File: src/verilog/wdts_map.vh
`ifndef WDTS_MAP_VH
`define WDTS_MAP_VH
// register offsets on the plain register port
`define WDTS_ADDR_W 14
`define WDTS_OFS_OPTION 14'h0081
`define WDTS_OFS_OPTION_MIRROR 14'h0181
`define WDTS_OFS_CONFIG 14'h2007
`define WDTS_OFS_STATUS 14'h0003
`define WDTS_OFS_IRQ_STAT 14'h0040
`define WDTS_OFS_IRQ_MASK 14'h0041
// option register fields
`define WDTS_OPT_PSA 3
`define WDTS_OPT_PS_HI 2
`define WDTS_OPT_PS_LO 0
`define WDTS_OPT_RESET 8'hFF
// configuration word fields
`define WDTS_CFG_WATCHDOG_FUSE_ENABLE 2
`define WDTS_CFG_RESET 8'hFF
// status register fields
`define WDTS_STAT_PD 3
`define WDTS_STAT_TO 4
// interrupt status bits
`define WDTS_IRQ_RESET 0
`define WDTS_IRQ_WAKE 1
`define WDTS_IRQ_W 2
// watchdog base count width and reset pulse length
`define WDTS_BASE_W 8
`define WDTS_RST_CYC 4'h4
`define WDTS_RST_CW 4
`endif

File: src/verilog/wdts_watchdog.v
// Implementation choice: strobed register access.
`timescale 1ns/10ps
`include "wdts_map.vh"
// Summary of operation
// - the watchdog counts on its own free-running rc oscillator tick, not on the main oscillator.
// - the watchdog keeps counting while the main oscillator is stopped and the core sleeps.
// - an expiry during normal running issues a watchdog reset of the device.
// - an expiry during sleep wakes the device so it resumes normal execution instead of resetting.
// - every expiry, reset or wake-up, clears the timeout flag of the status register.
// - a cleared watchdog enable fuse keeps the watchdog off with no software way back.
// - one scaler is shared with timer0 and the assign bit decides whether it postscales the watchdog.
// - the clear and sleep instructions reset the watchdog count and an assigned postscaler count.
// - the clear instruction leaves the assign bit and the ratio field untouched.
module wdts_watchdog #(
	parameter BASE_W = `WDTS_BASE_W,
	parameter SCALE_W = 8
)(
	input wire sys_clk, // core clock, 100 MHz
	input wire reset_n, // asynchronous reset, active low
	input wire rc_osc_in, // watchdog rc oscillator, asynchronous
	input wire main_osc_input, // main oscillator running, asynchronous level
	input wire watchdog_clear_instr, // clear-watchdog instruction pulse
	input wire sleep_instr, // sleep instruction pulse
	input wire timer0_tick, // timer0 count source for the shared scaler
	input wire [`WDTS_ADDR_W-1:0] reg_addr, // register address
	input wire [7:0] reg_wdata, // register write data
	input wire reg_wr, // write strobe
	input wire reg_rd, // read strobe
	output reg [7:0] reg_rdata, // read data, valid cycle after strobe
	output reg wdt_reset_out, // watchdog reset pulse to reset logic
	output reg wake_out, // wake pulse to the core
	output reg asleep_out, // device sleep state
	output reg timer0_inc, // timer0 increment, through scaler unless the scaler is assigned to the watchdog
	output reg irq_out // level interrupt
);
	reg [1:0] rc_sync_r;
	reg rc_prev_r;
	reg [1:0] osc_sync_r;
	reg [7:0] option_r;
	reg [7:0] config_r;
	reg to_flag_r;
	reg pd_flag_r;
	reg asleep_r;
	reg [BASE_W-1:0] base_cnt_r;
	reg [SCALE_W-1:0] scale_cnt_r;
	reg [`WDTS_IRQ_W-1:0] irq_stat_r;
	reg [`WDTS_IRQ_W-1:0] irq_mask_r;
	reg [`WDTS_RST_CW-1:0] rst_cnt_r;
	reg [7:0] rdata_nxt;
	wire rc_tick;
	wire wdt_on;
	wire scaler_assign_select;
	wire [2:0] ratio;
	wire base_wrap;
	wire scale_done;
	wire expire;
	wire wdt_clear;
	wire sc_src;
	wire [SCALE_W-1:0] scale_mask;
	wire [`WDTS_IRQ_W-1:0] irq_set;
	wire wr_irq_stat;

	assign rc_tick = rc_sync_r[1] & ~rc_prev_r;
	assign wdt_on = config_r[`WDTS_CFG_WATCHDOG_FUSE_ENABLE];
	assign scaler_assign_select = option_r[`WDTS_OPT_PSA];
	assign ratio = option_r[`WDTS_OPT_PS_HI:`WDTS_OPT_PS_LO];
	// sleep and clear both restart the count; sleep is treated as a clear too
	assign wdt_clear = watchdog_clear_instr | sleep_instr;
	assign base_wrap = rc_tick & (&base_cnt_r);
	// ratio n means divide by 2^n; the low n bits must all be ones
	assign scale_mask = ~({SCALE_W{1'b1}} << ratio);
	assign sc_src = scaler_assign_select ? base_wrap : timer0_tick;
	assign scale_done = sc_src & ((scale_cnt_r & scale_mask) == scale_mask);
	assign expire = wdt_on & (scaler_assign_select ? scale_done : base_wrap) & ~wdt_clear & (rst_cnt_r == {`WDTS_RST_CW{1'b0}});
	assign irq_set = {expire & asleep_r, expire & ~asleep_r};
	assign wr_irq_stat = reg_wr & (reg_addr == `WDTS_OFS_IRQ_STAT);

	// the first stage is only read by the second stage
	always @(posedge sys_clk or negedge reset_n)
	begin
		if (!reset_n)
		begin
			rc_sync_r <= 2'h0;
			rc_prev_r <= 1'b0;
			osc_sync_r <= 2'h0;
		end
		else
		begin
			rc_sync_r <= {rc_sync_r[0], rc_osc_in};
			rc_prev_r <= rc_sync_r[1];
			osc_sync_r <= {osc_sync_r[0], main_osc_input};
		end
	end

	// the count depends only on rc ticks, so a stopped main oscillator does not stall it
	always @(posedge sys_clk or negedge reset_n)
	begin
		if (!reset_n)
			base_cnt_r <= {BASE_W{1'b0}};
		else if (!wdt_on || wdt_clear)
			base_cnt_r <= {BASE_W{1'b0}};
		else if (rc_tick)
			base_cnt_r <= base_cnt_r + {{(BASE_W-1){1'b0}}, 1'b1};
	end

	always @(posedge sys_clk or negedge reset_n)
	begin
		if (!reset_n)
			scale_cnt_r <= {SCALE_W{1'b0}};
		else if (scaler_assign_select && (wdt_clear || expire))
			scale_cnt_r <= {SCALE_W{1'b0}};
		else if (scale_done)
			scale_cnt_r <= {SCALE_W{1'b0}};
		else if (sc_src)
			scale_cnt_r <= scale_cnt_r + {{(SCALE_W-1){1'b0}}, 1'b1};
	end

	// option and config only change by register writes; clear never touches them
	always @(posedge sys_clk or negedge reset_n)
	begin
		if (!reset_n)
		begin
			option_r <= `WDTS_OPT_RESET;
			config_r <= `WDTS_CFG_RESET;
			irq_mask_r <= {`WDTS_IRQ_W{1'b0}};
		end
		else if (reg_wr)
		begin
			if (reg_addr == `WDTS_OFS_OPTION || reg_addr == `WDTS_OFS_OPTION_MIRROR)
				option_r <= reg_wdata;
			// the fuse enable bit can only be cleared, never set again
			if (reg_addr == `WDTS_OFS_CONFIG)
				config_r <= reg_wdata & (config_r | ~(8'h01 << `WDTS_CFG_WATCHDOG_FUSE_ENABLE));
			if (reg_addr == `WDTS_OFS_IRQ_MASK)
				irq_mask_r <= reg_wdata[`WDTS_IRQ_W-1:0];
		end
	end

	// sleep state, status flags and reset pulse
	always @(posedge sys_clk or negedge reset_n)
	begin
		if (!reset_n)
		begin
			asleep_r <= 1'b0;
			to_flag_r <= 1'b1;
			pd_flag_r <= 1'b1;
			rst_cnt_r <= {`WDTS_RST_CW{1'b0}};
			wdt_reset_out <= 1'b0;
			wake_out <= 1'b0;
		end
		else
		begin
			wake_out <= expire & asleep_r;
			wdt_reset_out <= (expire & ~asleep_r) | (rst_cnt_r > {{(`WDTS_RST_CW-1){1'b0}}, 1'b1});
			if (expire)
			begin
				to_flag_r <= 1'b0;
				asleep_r <= 1'b0;
				if (!asleep_r)
					rst_cnt_r <= `WDTS_RST_CYC;
			end
			else
			begin
				if (rst_cnt_r != {`WDTS_RST_CW{1'b0}})
					rst_cnt_r <= rst_cnt_r - {{(`WDTS_RST_CW-1){1'b0}}, 1'b1};
				if (sleep_instr)
				begin
					asleep_r <= 1'b1;
					pd_flag_r <= 1'b0;
					to_flag_r <= 1'b1;
				end
				else if (watchdog_clear_instr)
				begin
					to_flag_r <= 1'b1;
					pd_flag_r <= 1'b1;
				end
			end
		end
	end

	// sticky events; a new event wins over a write-one clear
	always @(posedge sys_clk or negedge reset_n)
	begin
		if (!reset_n)
		begin
			irq_stat_r <= {`WDTS_IRQ_W{1'b0}};
			irq_out <= 1'b0;
		end
		else
		begin
			irq_stat_r <= (irq_stat_r & ~(wr_irq_stat ? reg_wdata[`WDTS_IRQ_W-1:0] : {`WDTS_IRQ_W{1'b0}})) | irq_set;
			irq_out <= |((irq_stat_r | irq_set) & irq_mask_r &
				~((wr_irq_stat ? reg_wdata[`WDTS_IRQ_W-1:0] : {`WDTS_IRQ_W{1'b0}}) & ~irq_set));
		end
	end

	always @*
	begin
		rdata_nxt = 8'h00;
		case (reg_addr)
			`WDTS_OFS_OPTION, `WDTS_OFS_OPTION_MIRROR: rdata_nxt = option_r;
			`WDTS_OFS_CONFIG: rdata_nxt = config_r;
			`WDTS_OFS_STATUS: rdata_nxt = ({7'h00, to_flag_r} << `WDTS_STAT_TO) | ({7'h00, pd_flag_r} << `WDTS_STAT_PD);
			`WDTS_OFS_IRQ_STAT: rdata_nxt = {{(8-`WDTS_IRQ_W){1'b0}}, irq_stat_r};
			`WDTS_OFS_IRQ_MASK: rdata_nxt = {{(8-`WDTS_IRQ_W){1'b0}}, irq_mask_r};
			default: rdata_nxt = 8'h00;
		endcase
	end

	always @(posedge sys_clk or negedge reset_n)
	begin
		if (!reset_n)
		begin
			reg_rdata <= 8'h00;
			asleep_out <= 1'b0;
			timer0_inc <= 1'b0;
		end
		else
		begin
			reg_rdata <= reg_rd ? rdata_nxt : 8'h00;
			asleep_out <= asleep_r & ~expire;
			// timer0 sees the undivided tick when the scaler belongs to the watchdog
			timer0_inc <= scaler_assign_select ? timer0_tick : scale_done;
		end
	end
endmodule

File: config.mk
export PLATFORM = sky130hd
export DESIGN_NAME = wdts_watchdog
export DESIGN_NICKNAME = d
export VERILOG_FILES = /design/src/verilog/wdts_watchdog.v
export VERILOG_INCLUDE_DIRS = /design/src /design/src/verilog
export SDC_FILE = /design/constraint.sdc
export NUM_CORES = 1
export LEC_CHECK = 0
export ABC_AREA = 1
export BUFFER_PORTS_ARGS = -buffer_cell sky130_fd_sc_hd__buf_2
export CAP_MARGIN = 20
export CORE_ASPECT_RATIO = 1.1
export CORE_MARGIN = 2
export CORE_UTILIZATION = 37
export DETAILED_ROUTE_END_ITERATION = 10
export REMOVE_ABC_BUFFERS = 1
export SYNTH_ARGS = -nofsm -noshare
export SYNTH_HDL_FRONTEND = slang
export SYNTH_SLANG_ARGS = --single-unit
File: constraint.sdc
create_clock -name sys_clk -period 2 [get_ports sys_clk]
set_input_delay 0.5 -clock sys_clk [delete_from_list [all_inputs] [get_ports sys_clk]]
set_output_delay 0.5 -clock sys_clk [all_outputs]
set_load 0.005 [all_outputs]
==> metrics.csv, run 1 <==
stage,metric,value,unit
timing,Tmin final,1690,ps
finish,Inserted Diodes,0,
floorplan,total die area,0.00886,mm^2
clock_network,CTS tree,built,
logic_synthesis,number of flops mapped to enable cells by yosys,0,
pwr,Pwr Density,681,mW/mm^2
finish,"non-filler cells, final",523,
finish,fin nets,445,
global_route,first-pass GRT wire length,11300,um
logic_synthesis,total of warnings raised by yosys,0,
logic_synthesis,"Seq/Total Area, Yosys",49.1,%
logic_synthesis,main flop type after synthesis,dfrtp_1,
timing,Worst-Margin Slew,400,ps
timing,period utilization,84.7,%
logic_synthesis,most frequent cell after synthesis,nand2_1,
detailed_routing,initial drt markers,145,
setup_path,crit path max fanout,7,
setup_path,crit start category,register,
floorplan,die width,89.9,um
clock_network,CTS Sinks,58,
timing,max-slew violations,0,
placed_design,GPL Wtd Cong,0.930,
global_route,largest net degree at the start of global routing,59,
floorplan,die height,98.5,um
clock_network,CTS max path bufs,2,
floorplan,I/O pins,44,
finish,Synth-to-Final Area Change,18.3,%
detailed_routing,DRC,0,
logic_synthesis,post-synthesis compound-gate area fraction,11.0,%
pwr,Pwr Total,0.00242,W
logic_synthesis,top cell types by occurrence after synthesis,"82 x nand2_1, 49 x inv_1, 40 x dfrtp_1, 40 x nor2_1, 32 x nand3_1",
timing,RSZ-0062 raised after global routing,false,
detailed_routing,Post-DRT Antenna Nets,0,
setup_path,Worst EP required,2220,ps
timing,Rel. slew slack,73.2,%
logic_synthesis,Synth Instances,357,
logic_synthesis,"Cell Area, Synth",0.00300,mm^2
run_status,status,"complete, no violations",
clock_network,Clock H-tree levels,3,
detailed_routing,DR vias/cell,4.63,
setup_path,nature of the critical path endpoint,register,
detailed_routing,wire per inst,12.0,um
floorplan,initial core utilization,38.0,%
timing,Final Hold Fails,0,
logic_synthesis,Synth Area in XOR/XNOR,2.04,%
logic_synthesis,synth unique cells,38,
clock_network,CTS resizes,0,
clock_network,CTS Hold Buffers Added,0,
global_route,All-Layer GR Usage,16.2,%
floorplan,FP Rows,34,
clock_network,CTS buffer count,9,
timing,final setup vio count,0,
global_route,vias in the first global route,2502,
worst_hold_path,Worst Hold Class,in2async,
finish,share of post-route cells with drive strength above 1,28.7,%
logic_synthesis,post-synthesis adder-cell area fraction,1.67,%
finish,fin util,44.9,%
pwr,total leakage power,1.72,nW
clock_network,Post-CTS Setup Inserts,0,
logic_synthesis,Synth top area share,33.3,%
logic_synthesis,combinational family with the most area after synthesis,simple AND/OR/NAND/NOR gates,
placed_design,IO Port Bufs,42,
floorplan,Core Area,0.00791,mm^2
logic_synthesis,post-synth top area cell,dfrtp_1,
clock_network,Worst-Skew Late Latency,350,ps
timing,clock skew,9.85,ps
global_route,antenna violations before repair,0,
clock_network,CTS clock-pin slew for the worst setup and hold paths,70,ps
setup_path,Worst R2R Setup Slack,310,ps
finish,# fillers,829,
logic_synthesis,ys async rst share,100,%
timing,post-route setup TNS,0,ps
logic_synthesis,Mean Syn Cell Area,8.41,um^2
setup_path,Critical R2R Capture,scale_cnt_r[2]$_DFFE_PN0P_,
clock_network,root buffer cell,clkbuf_8,
placed_design,Detailed Place HPWL,4610,um
placed_design,placed cell count,507,
flow_run,max capacitance violation total,0,
detailed_routing,DRT Pass-1 Iters,4,
logic_synthesis,"top cells by area, synth","dfrtp_1 33%, dfstp_2 16%, nand2_1 10%, inv_1 6.1%, nand3_1 5.3%",
logic_synthesis,Post-Synth Simple-Gate Area,28.5,%
setup_path,worst reg2reg path startpoint,rst_cnt_r[0]$_DFFE_PN0P_,
logic_synthesis,mux cell area share after synthesis,0,%
global_route,grt total ovfl,0,
detailed_routing,vias,2419,
timing,Max Clk Rate,590,MHz
logic_synthesis,synthesized flop and latch total,58,
pwr,peak supply drop,245,uV
setup_path,Setup CP Type,reg2reg,
detailed_routing,DRT Wirelength,6280,um
setup_path,cells on worst reg2reg path,7,
setup_path,CP arrival,1920,ps
[power breakdown]
group          switching, W  total (W)  internal, W
Combinational     0.0000802   0.000121    0.0000408
Clock              0.000506    0.00111     0.000608
Sequential       0.00000444    0.00119      0.00118
[metrics by stage]
step / hold slack (ps) / setup WS, ps / cell area, um^2
floorplan: 204 / 532 / 2970
global placement: 332 / 193 / 3350
detailed placement: 345 / 156 / 3350
CTS: 148 / 291 / 3550
global route: 145 / 137 / 3550
finish: 134 / 306 / 3550
[kinds of logic (layout without fill, tap and decap cells)]
group                    after synthesis  after routing
AND/OR/NAND/NOR                      186            186
flip-flops                            58             58
buffers and inverters                 55            113
AO/OA/AOI/OAI                         47             47
XOR/XNOR                               7              7
adder cells (fa/ha/maj)                4              4
[layer usage]
metal,part of all wire (%),global-route usage (%)
met5,0,0
met4,2.5,8.05
met3,3.4,4.20
met2,47,27.3
met1,47,19.3
[layout by cell type (no fill, tap or decap), drive strengths merged, types with 9 or more instances in the layout]
| master | count |
|---|---|
| a21oi | 9 |
| buf | 45 |
| clkbuf | 10 |
| dfrtp | 40 |
| dfstp | 18 |
| inv | 50 |
| nand2 | 89 |
| nand3 | 33 |
| nor2 | 49 |
| nor3 | 10 |
| o21ai | 27 |
[worst max-delay path by stage]
| stage | startpoint | to | slack, ps | cells after the start |
|---|---|---|---|---|
| finish | rst_cnt_r[0]$_DFFE_PN0P_ | scale_cnt_r[2]$_DFFE_PN0P_ | 310 | 7 |
| global route | rst_cnt_r[0]$_DFFE_PN0P_ | scale_cnt_r[5]$_DFFE_PN0P_ | 140 | 7 |
| CTS | rst_cnt_r[0]$_DFFE_PN0P_ | scale_cnt_r[2]$_DFFE_PN0P_ | 290 | 7 |
| detailed placement | reg_addr[11] | config_r[4]$_DFFE_PN1P_ | 160 | 9 |
| global placement | reg_addr[11] | config_r[4]$_DFFE_PN1P_ | 190 | 9 |
| floorplan | reg_addr[11] | config_r[0]$_DFFE_PN1P_ | 530 | 8 |
[sequential cells by signal, summed over array words and instances (netlist names), 2 cells and up]
name	count
reg_rdata	8
rst_cnt_r	4
option_r	8
irq_stat_r	2
config_r	8
irq_mask_r	2
rc_sync_r	2
base_cnt_r	8
scale_cnt_r	7
[critical path: stages (launching register included)]
cell and delay, ps:
dfrtp_1 420, inv_1 90, ha_1 220, nand2_1 150, nor3_4 270, nand2_2 110
a21oi_4 230, nor2_1 70
[area by class of cell]
class                   instances  area, um^2  area share [%]
clock buffers                  10         138            3.87
repair buffers                 45         245            6.90
flip-flops and latches         58        1470            41.5
well taps                     108         135            3.80
multi-input cells             244        1300            36.5
clock inverters                 6        66.3            1.87
inverters                      52         198            5.56
No activity file was read; power rests on OpenSTA's default activity.
==> run 2: changes to the inputs <==
Clock period 2 ns to 1.76 ns, I/O delays scaled along.
==> run 2 against run 1 <==
Largest cell class unchanged. Worst setup slack lost 170 ps. Total power grew 19%. Worst hold slack lost 69 ps. Sequential cell count is the same. Clock skew grew 4.7 ps. Register-to-register slack lost 170 ps. Die area is the same. Clock power grew 25%.
==> metrics.csv, run 2 (synthesis gave the netlist of run 1 again) <==
stage,metric,value,unit
detailed_routing,Post-DRT Antenna Nets,0,
detailed_routing,DRT Wirelength,6410,um
global_route,largest net degree at the start of global routing,59,
timing,final setup vio count,0,
finish,most frequent cells in the layout,"81 x nand2_1, 49 x inv_1, 42 x buf_2",
setup_path,CP arrival,1850,ps
detailed_routing,initial drt markers,131,
timing,max-slew violations,0,
pwr,Pwr Total,0.00288,W
timing,WHS,65.2,ps
setup_path,Setup CP Type,reg2reg,
timing,Max Clk Rate,615,MHz
finish,share of post-route cells with drive strength above 1,31.3,%
flow_run,max capacitance violation total,0,
clock_network,CTS max path bufs,2,
setup_path,cells on worst reg2reg path,8,
pwr,peak supply drop,398,uV
setup_path,Crit-path slowest cell,dfrtp_1,
detailed_routing,vias,2467,
setup_path,"Buf+Inv Stages, Crit Path",1,
placed_design,IO Port Bufs,42,
clock_network,CTS buffer count,9,
detailed_routing,DRC,0,
setup_path,crit start category,register,
setup_path,crit-path max cell delay,400,ps
setup_path,"critical path, cell by cell",ha_4 > inv_1 > nor2_2 > nand3_2 > nor3_4 > nand2_2 > a21oi_4 > nor2_1,
finish,Inserted Diodes,0,
placed_design,DP Worst Slack,32.8,ps
timing,worst setup margin,135,ps
global_route,first-pass GRT wire length,11600,um
placed_design,GPL Wtd Cong,0.897,
setup_path,crit path max fanout,7,
floorplan,total die area,0.00886,mm^2
setup_path,crit-path leading delay family,simple AND/OR/NAND/NOR gates,
pwr,Pwr Density,784,mW/mm^2
floorplan,initial core utilization,38.0,%
timing,clock skew,14.6,ps
global_route,All-Layer GR Usage,16.2,%
floorplan,Core Area,0.00791,mm^2
floorplan,die width,89.9,um
setup_path,Worst R2R Setup Slack,140,ps
clock_network,CTS Hold Buffers Added,0,
placed_design,placed cell count,514,
clock_network,CTS tree,built,
finish,fin util,46.4,%
timing,Worst-Margin Slew,342,ps
global_route,vias in the first global route,2588,
finish,Synth-to-Final Area Change,22.3,%
setup_path,Worst EP required,1980,ps
run_status,status,"complete, no violations",
floorplan,I/O pins,44,
clock_network,CTS Sinks,58,
detailed_routing,DR vias/cell,4.63,
detailed_routing,DRT Pass-1 Iters,4,
finish,fin nets,455,
timing,Tmin final,1620,ps
setup_path,nature of the critical path endpoint,register,
finish,"non-filler cells, final",533,
clock_network,Worst-Skew Late Latency,350,ps
global_route,grt total ovfl,0,
finish,"most common cell after layout, fill and taps aside",nand2_1,
setup_path,Crit. path cell count,8,
clock_network,Clock H-tree levels,3,
timing,Rel. slew slack,77.1,%
placed_design,Detailed Place HPWL,4690,um
clock_network,CTS clock-pin slew for the worst setup and hold paths,80,ps
floorplan,FP Rows,34,
pwr,total leakage power,1.79,nW
timing,Final Hold Fails,0,
clock_network,root buffer cell,clkbuf_8,
timing,period utilization,92.3,%
detailed_routing,wire per inst,12.0,um
floorplan,die height,98.5,um
global_route,antenna violations before repair,0,
worst_hold_path,Worst Hold Class,in2async,
## run 2: timing repair
item | CTS | global route
buffers inserted | 0 | 3
endpoints found under the setup margin | 0 | 8
gates resized for setup | 0 | 5
hold endpoints to repair | 0 | 0
## run 2: per-stage QoR
stage,instance area (um^2),setup TNS [ps]
6_report,3670,0
5_1_grt,3670,-63.3
4_1_cts,3630,0
3_5_place_dp,3400,0
3_3_place_gp,3400,0
2_1_floorplan,2970,0
## run 2: final timing paths
kind,startpoint,to
min,reset_n,rst_cnt_r[3]$_DFFE_PN0P_
min reg2reg,rc_sync_r[0]$_DFF_PN0_,rc_sync_r[1]$_DFF_PN0_
min in group sys_clk,rc_osc_in,rc_sync_r[0]$_DFF_PN0_
max,base_cnt_r[1]$_DFFE_PN0P_,scale_cnt_r[0]$_DFFE_PN0P_
max in group asynchronous,reset_n,option_r[3]$_DFFE_PN1P_
max reg2reg,base_cnt_r[1]$_DFFE_PN0P_,scale_cnt_r[0]$_DFFE_PN0P_
## run 2: area by class of cell
| cell class | count | area [um^2] |
|---|---|---|
| flip-flops and latches | 58 | 1470 |
| clock buffers | 9 | 124 |
| well taps | 108 | 135 |
| clock inverters | 7 | 103 |
| multi-input cells | 244 | 1320 |
| fillers | 836 | 4240 |
| inverters | 52 | 198 |
| repair buffers | 55 | 320 |
## run 2: routing by layer
metal | track usage (%) | vias up | part of all wire (%)
met5 | 0 | - | 0
met2 | 27.9 | 48 | 49
li1 | - | 1264 | -
met3 | 3.36 | 15 | 3.4
met1 | 19.8 | 1140 | 45
met4 | 7.57 | 0 | 2.3
## run 2: power by group
part / switching [W] / internal (W)
clock: 0.000581 / 0.000808
combinational: 0.0000928 / 0.0000495
sequential: 0.00000509 / 0.00134
==> run 3: changes to the inputs <==
Settings changed: BUFFER_PORTS_ARGS -buffer_cell sky130_fd_sc_hd__buf_2 to default, CORE_ASPECT_RATIO 1.1 to 1.2, CORE_UTILIZATION 37 to 63, DONT_BUFFER_PORTS from default to 1, PLACE_DENSITY from default to 0.79.
==> run 3 against run 2 <==
Non-clock buffer count down 49. Design area is 10% lower. Total power is 11% lower. Sequential power is essentially flat. Combinational power decreased by 30%. Critical path depth unchanged. Critical endpoint is now scale_cnt_r[3]$_DFFE_PN0P_. Largest cell class unchanged.
==> metrics.csv, run 3 (synthesis gave the netlist of run 1 again) <==
stage,metric,value,unit
run_status,status,"complete, no violations",
detailed_routing,DR vias/cell,5.32,
clock_network,Worst-Skew Late Latency,350,ps
clock_network,CTS max path bufs,2,
finish,Synth-to-Final Area Change,9.91,%
placed_design,Detailed Place HPWL,4180,um
finish,Inserted Diodes,0,
timing,Final Hold Fails,0,
timing,Worst-Margin Slew,390,ps
setup_path,Worst EP required,1990,ps
floorplan,FP Rows,27,
setup_path,Setup CP Type,reg2reg,
clock_network,CTS tree,built,
finish,# fillers,361,
clock_network,CTS clock-pin slew for the worst setup and hold paths,70,ps
floorplan,die height,79.6,um
pwr,total leakage power,1.54,nW
setup_path,Crit-path slowest cell,dfrtp_1,
flow_run,max capacitance violation total,0,
detailed_routing,initial drt markers,203,
timing,final setup vio count,0,
placed_design,IO Port Bufs,0,
finish,"non-filler cells, final",434,
timing,Rel. slew slack,73.9,%
setup_path,Worst R2R Setup Slack,50,ps
setup_path,cells on worst reg2reg path,8,
placed_design,placed cell count,414,
detailed_routing,vias,2311,
global_route,first-pass GRT wire length,9430,um
clock_network,root buffer cell,clkbuf_8,
timing,period utilization,97.0,%
clock_network,CTS Sinks,58,
timing,clock skew,9.45,ps
worst_hold_path,worst hold path depth,0,
detailed_routing,wire per inst,13.6,um
pwr,Pwr Total,0.00255,W
timing,Max Clk Rate,586,MHz
finish,most frequent cells in the layout,"81 x nand2_1, 49 x inv_1, 40 x dfrtp_1",
placed_design,GPL Wtd Cong,0.847,
clock_network,CTS buffer count,9,
setup_path,crit-path max cell delay,390,ps
global_route,grt total ovfl,0,
setup_path,nature of the critical path endpoint,register,
detailed_routing,DRT Wirelength,5900,um
finish,"most common cell after layout, fill and taps aside",nand2_1,
finish,share of post-route cells with drive strength above 1,22.1,%
worst_hold_path,Min-Delay Endpoint,rc_sync_r[0]$_DFF_PN0_,
floorplan,I/O pins,44,
timing,Tmin final,1710,ps
setup_path,crit path max fanout,7,
global_route,vias in the first global route,2131,
finish,fin nets,406,
setup_path,CP arrival,1940,ps
pwr,peak supply drop,634,uV
timing,max-slew violations,0,
setup_path,"critical path, cell by cell",ha_2 > inv_1 > nor2_2 > nand3_2 > nor3_4 > nand2_2 > a21oi_4 > nor2_1,
setup_path,Critical R2R Capture,scale_cnt_r[3]$_DFFE_PN0P_,
worst_hold_path,Worst Hold Class,in2reg,
setup_path,crit start category,register,
setup_path,worst reg2reg path startpoint,base_cnt_r[0]$_DFFE_PN0P_,
pwr,Pwr Density,773,mW/mm^2
global_route,largest net degree at the start of global routing,59,
floorplan,initial core utilization,65.4,%
floorplan,total die area,0.00534,mm^2
global_route,All-Layer GR Usage,24.1,%
detailed_routing,DRT Pass-1 Iters,4,
floorplan,die width,67.0,um
detailed_routing,Post-DRT Antenna Nets,0,
worst_hold_path,hold wc startpoint,rc_osc_in,
clock_network,Clock H-tree levels,3,
detailed_routing,DRC,0,
floorplan,Core Area,0.00459,mm^2
timing,worst setup margin,53.7,ps
global_route,antenna violations before repair,0,
placed_design,DP Worst Slack,65.2,ps
[run 3: cell types whose count changed in the layout (fill, tap and decap cells not counted), sizes merged]
cell	delta
buf	-50
dlygate4sd3	+1
clkinvlp	+4
bufinv	-2
clkinv	-2
[run 3: metal layers]
metal  track usage, %  vias to the layer above  routed length [um]
li1                 -                     1168                   -
met1             31.0                     1081                2680
met2             37.0                       54                2850
met3             6.63                        8                 297
met4             11.8                        0                  76
met5                0                        -                   0
[run 3: how the worst max path moves through the flow]
stage	to	startpoint	depth (start not counted)
after floorplan	scale_cnt_r[0]$_DFFE_PN0P_	base_cnt_r[0]$_DFFE_PN0P_	8
after global placement	option_r[4]$_DFFE_PN1P_	reg_addr[12]	8
after detailed placement	scale_cnt_r[3]$_DFFE_PN0P_	rst_cnt_r[0]$_DFFE_PN0P_	7
after CTS	scale_cnt_r[3]$_DFFE_PN0P_	rst_cnt_r[0]$_DFFE_PN0P_	7
after global routing	scale_cnt_r[2]$_DFFE_PN0P_	base_cnt_r[0]$_DFFE_PN0P_	8
final	scale_cnt_r[3]$_DFFE_PN0P_	base_cnt_r[0]$_DFFE_PN0P_	8
[run 3: layout make-up]
cell class | instances | area (um^2) | area share, %
Sequential cell | 58 | 1470 | 44.6
Multi-Input combinational cell | 244 | 1310 | 39.7
Clock buffer | 9 | 124 | 3.75
Tap cell | 58 | 72.6 | 2.20
Inverter | 52 | 198 | 5.99
Timing Repair Buffer | 6 | 67.6 | 2.05
Clock inverter | 7 | 55.1 | 1.67
[run 3: report_power, final]
group	internal (W)	switching, W	total [W]	leakage [nW]
clock network	0.000515	0.000587	0.00110	0.0741
registers	0.00134	0.00000550	0.00135	0.725
logic	0.0000272	0.0000727	0.0000999	0.738
total	0.00189	0.000666	0.00255	1.54
[run 3: metrics by stage]
stage / setup TNS (ps) / hold slack, ps / area (um^2) / utilization, %
6_report: 0 / 120 / 3300 / 71.9
5_1_grt: -322 / 97.8 / 3300 / 71.9
4_1_cts: 0 / -230 / 3240 / 70.5
3_5_place_dp: 0 / 146 / 3060 / 66.6
3_3_place_gp: 0 / 146 / 3060 / 66.6
2_1_floorplan: 0 / 144 / 2970 / -
[run 3: timing repair]
item / CTS / global route
setup endpoints to repair: 0 / 7
endpoints found under the hold margin: 58 / 58
gates resized for setup: 0 / 4
buffers inserted: 0 / 2
[run 3: worst max-delay path, delay by kind of cell, from the launching register on]
kind	cells	cell delay, ps
adder cells (fa/ha/maj)	1	200
AO/OA/AOI/OAI	1	270
buffers and inverters	1	50
flip-flops	1	390
AND/OR/NAND/NOR	5	680
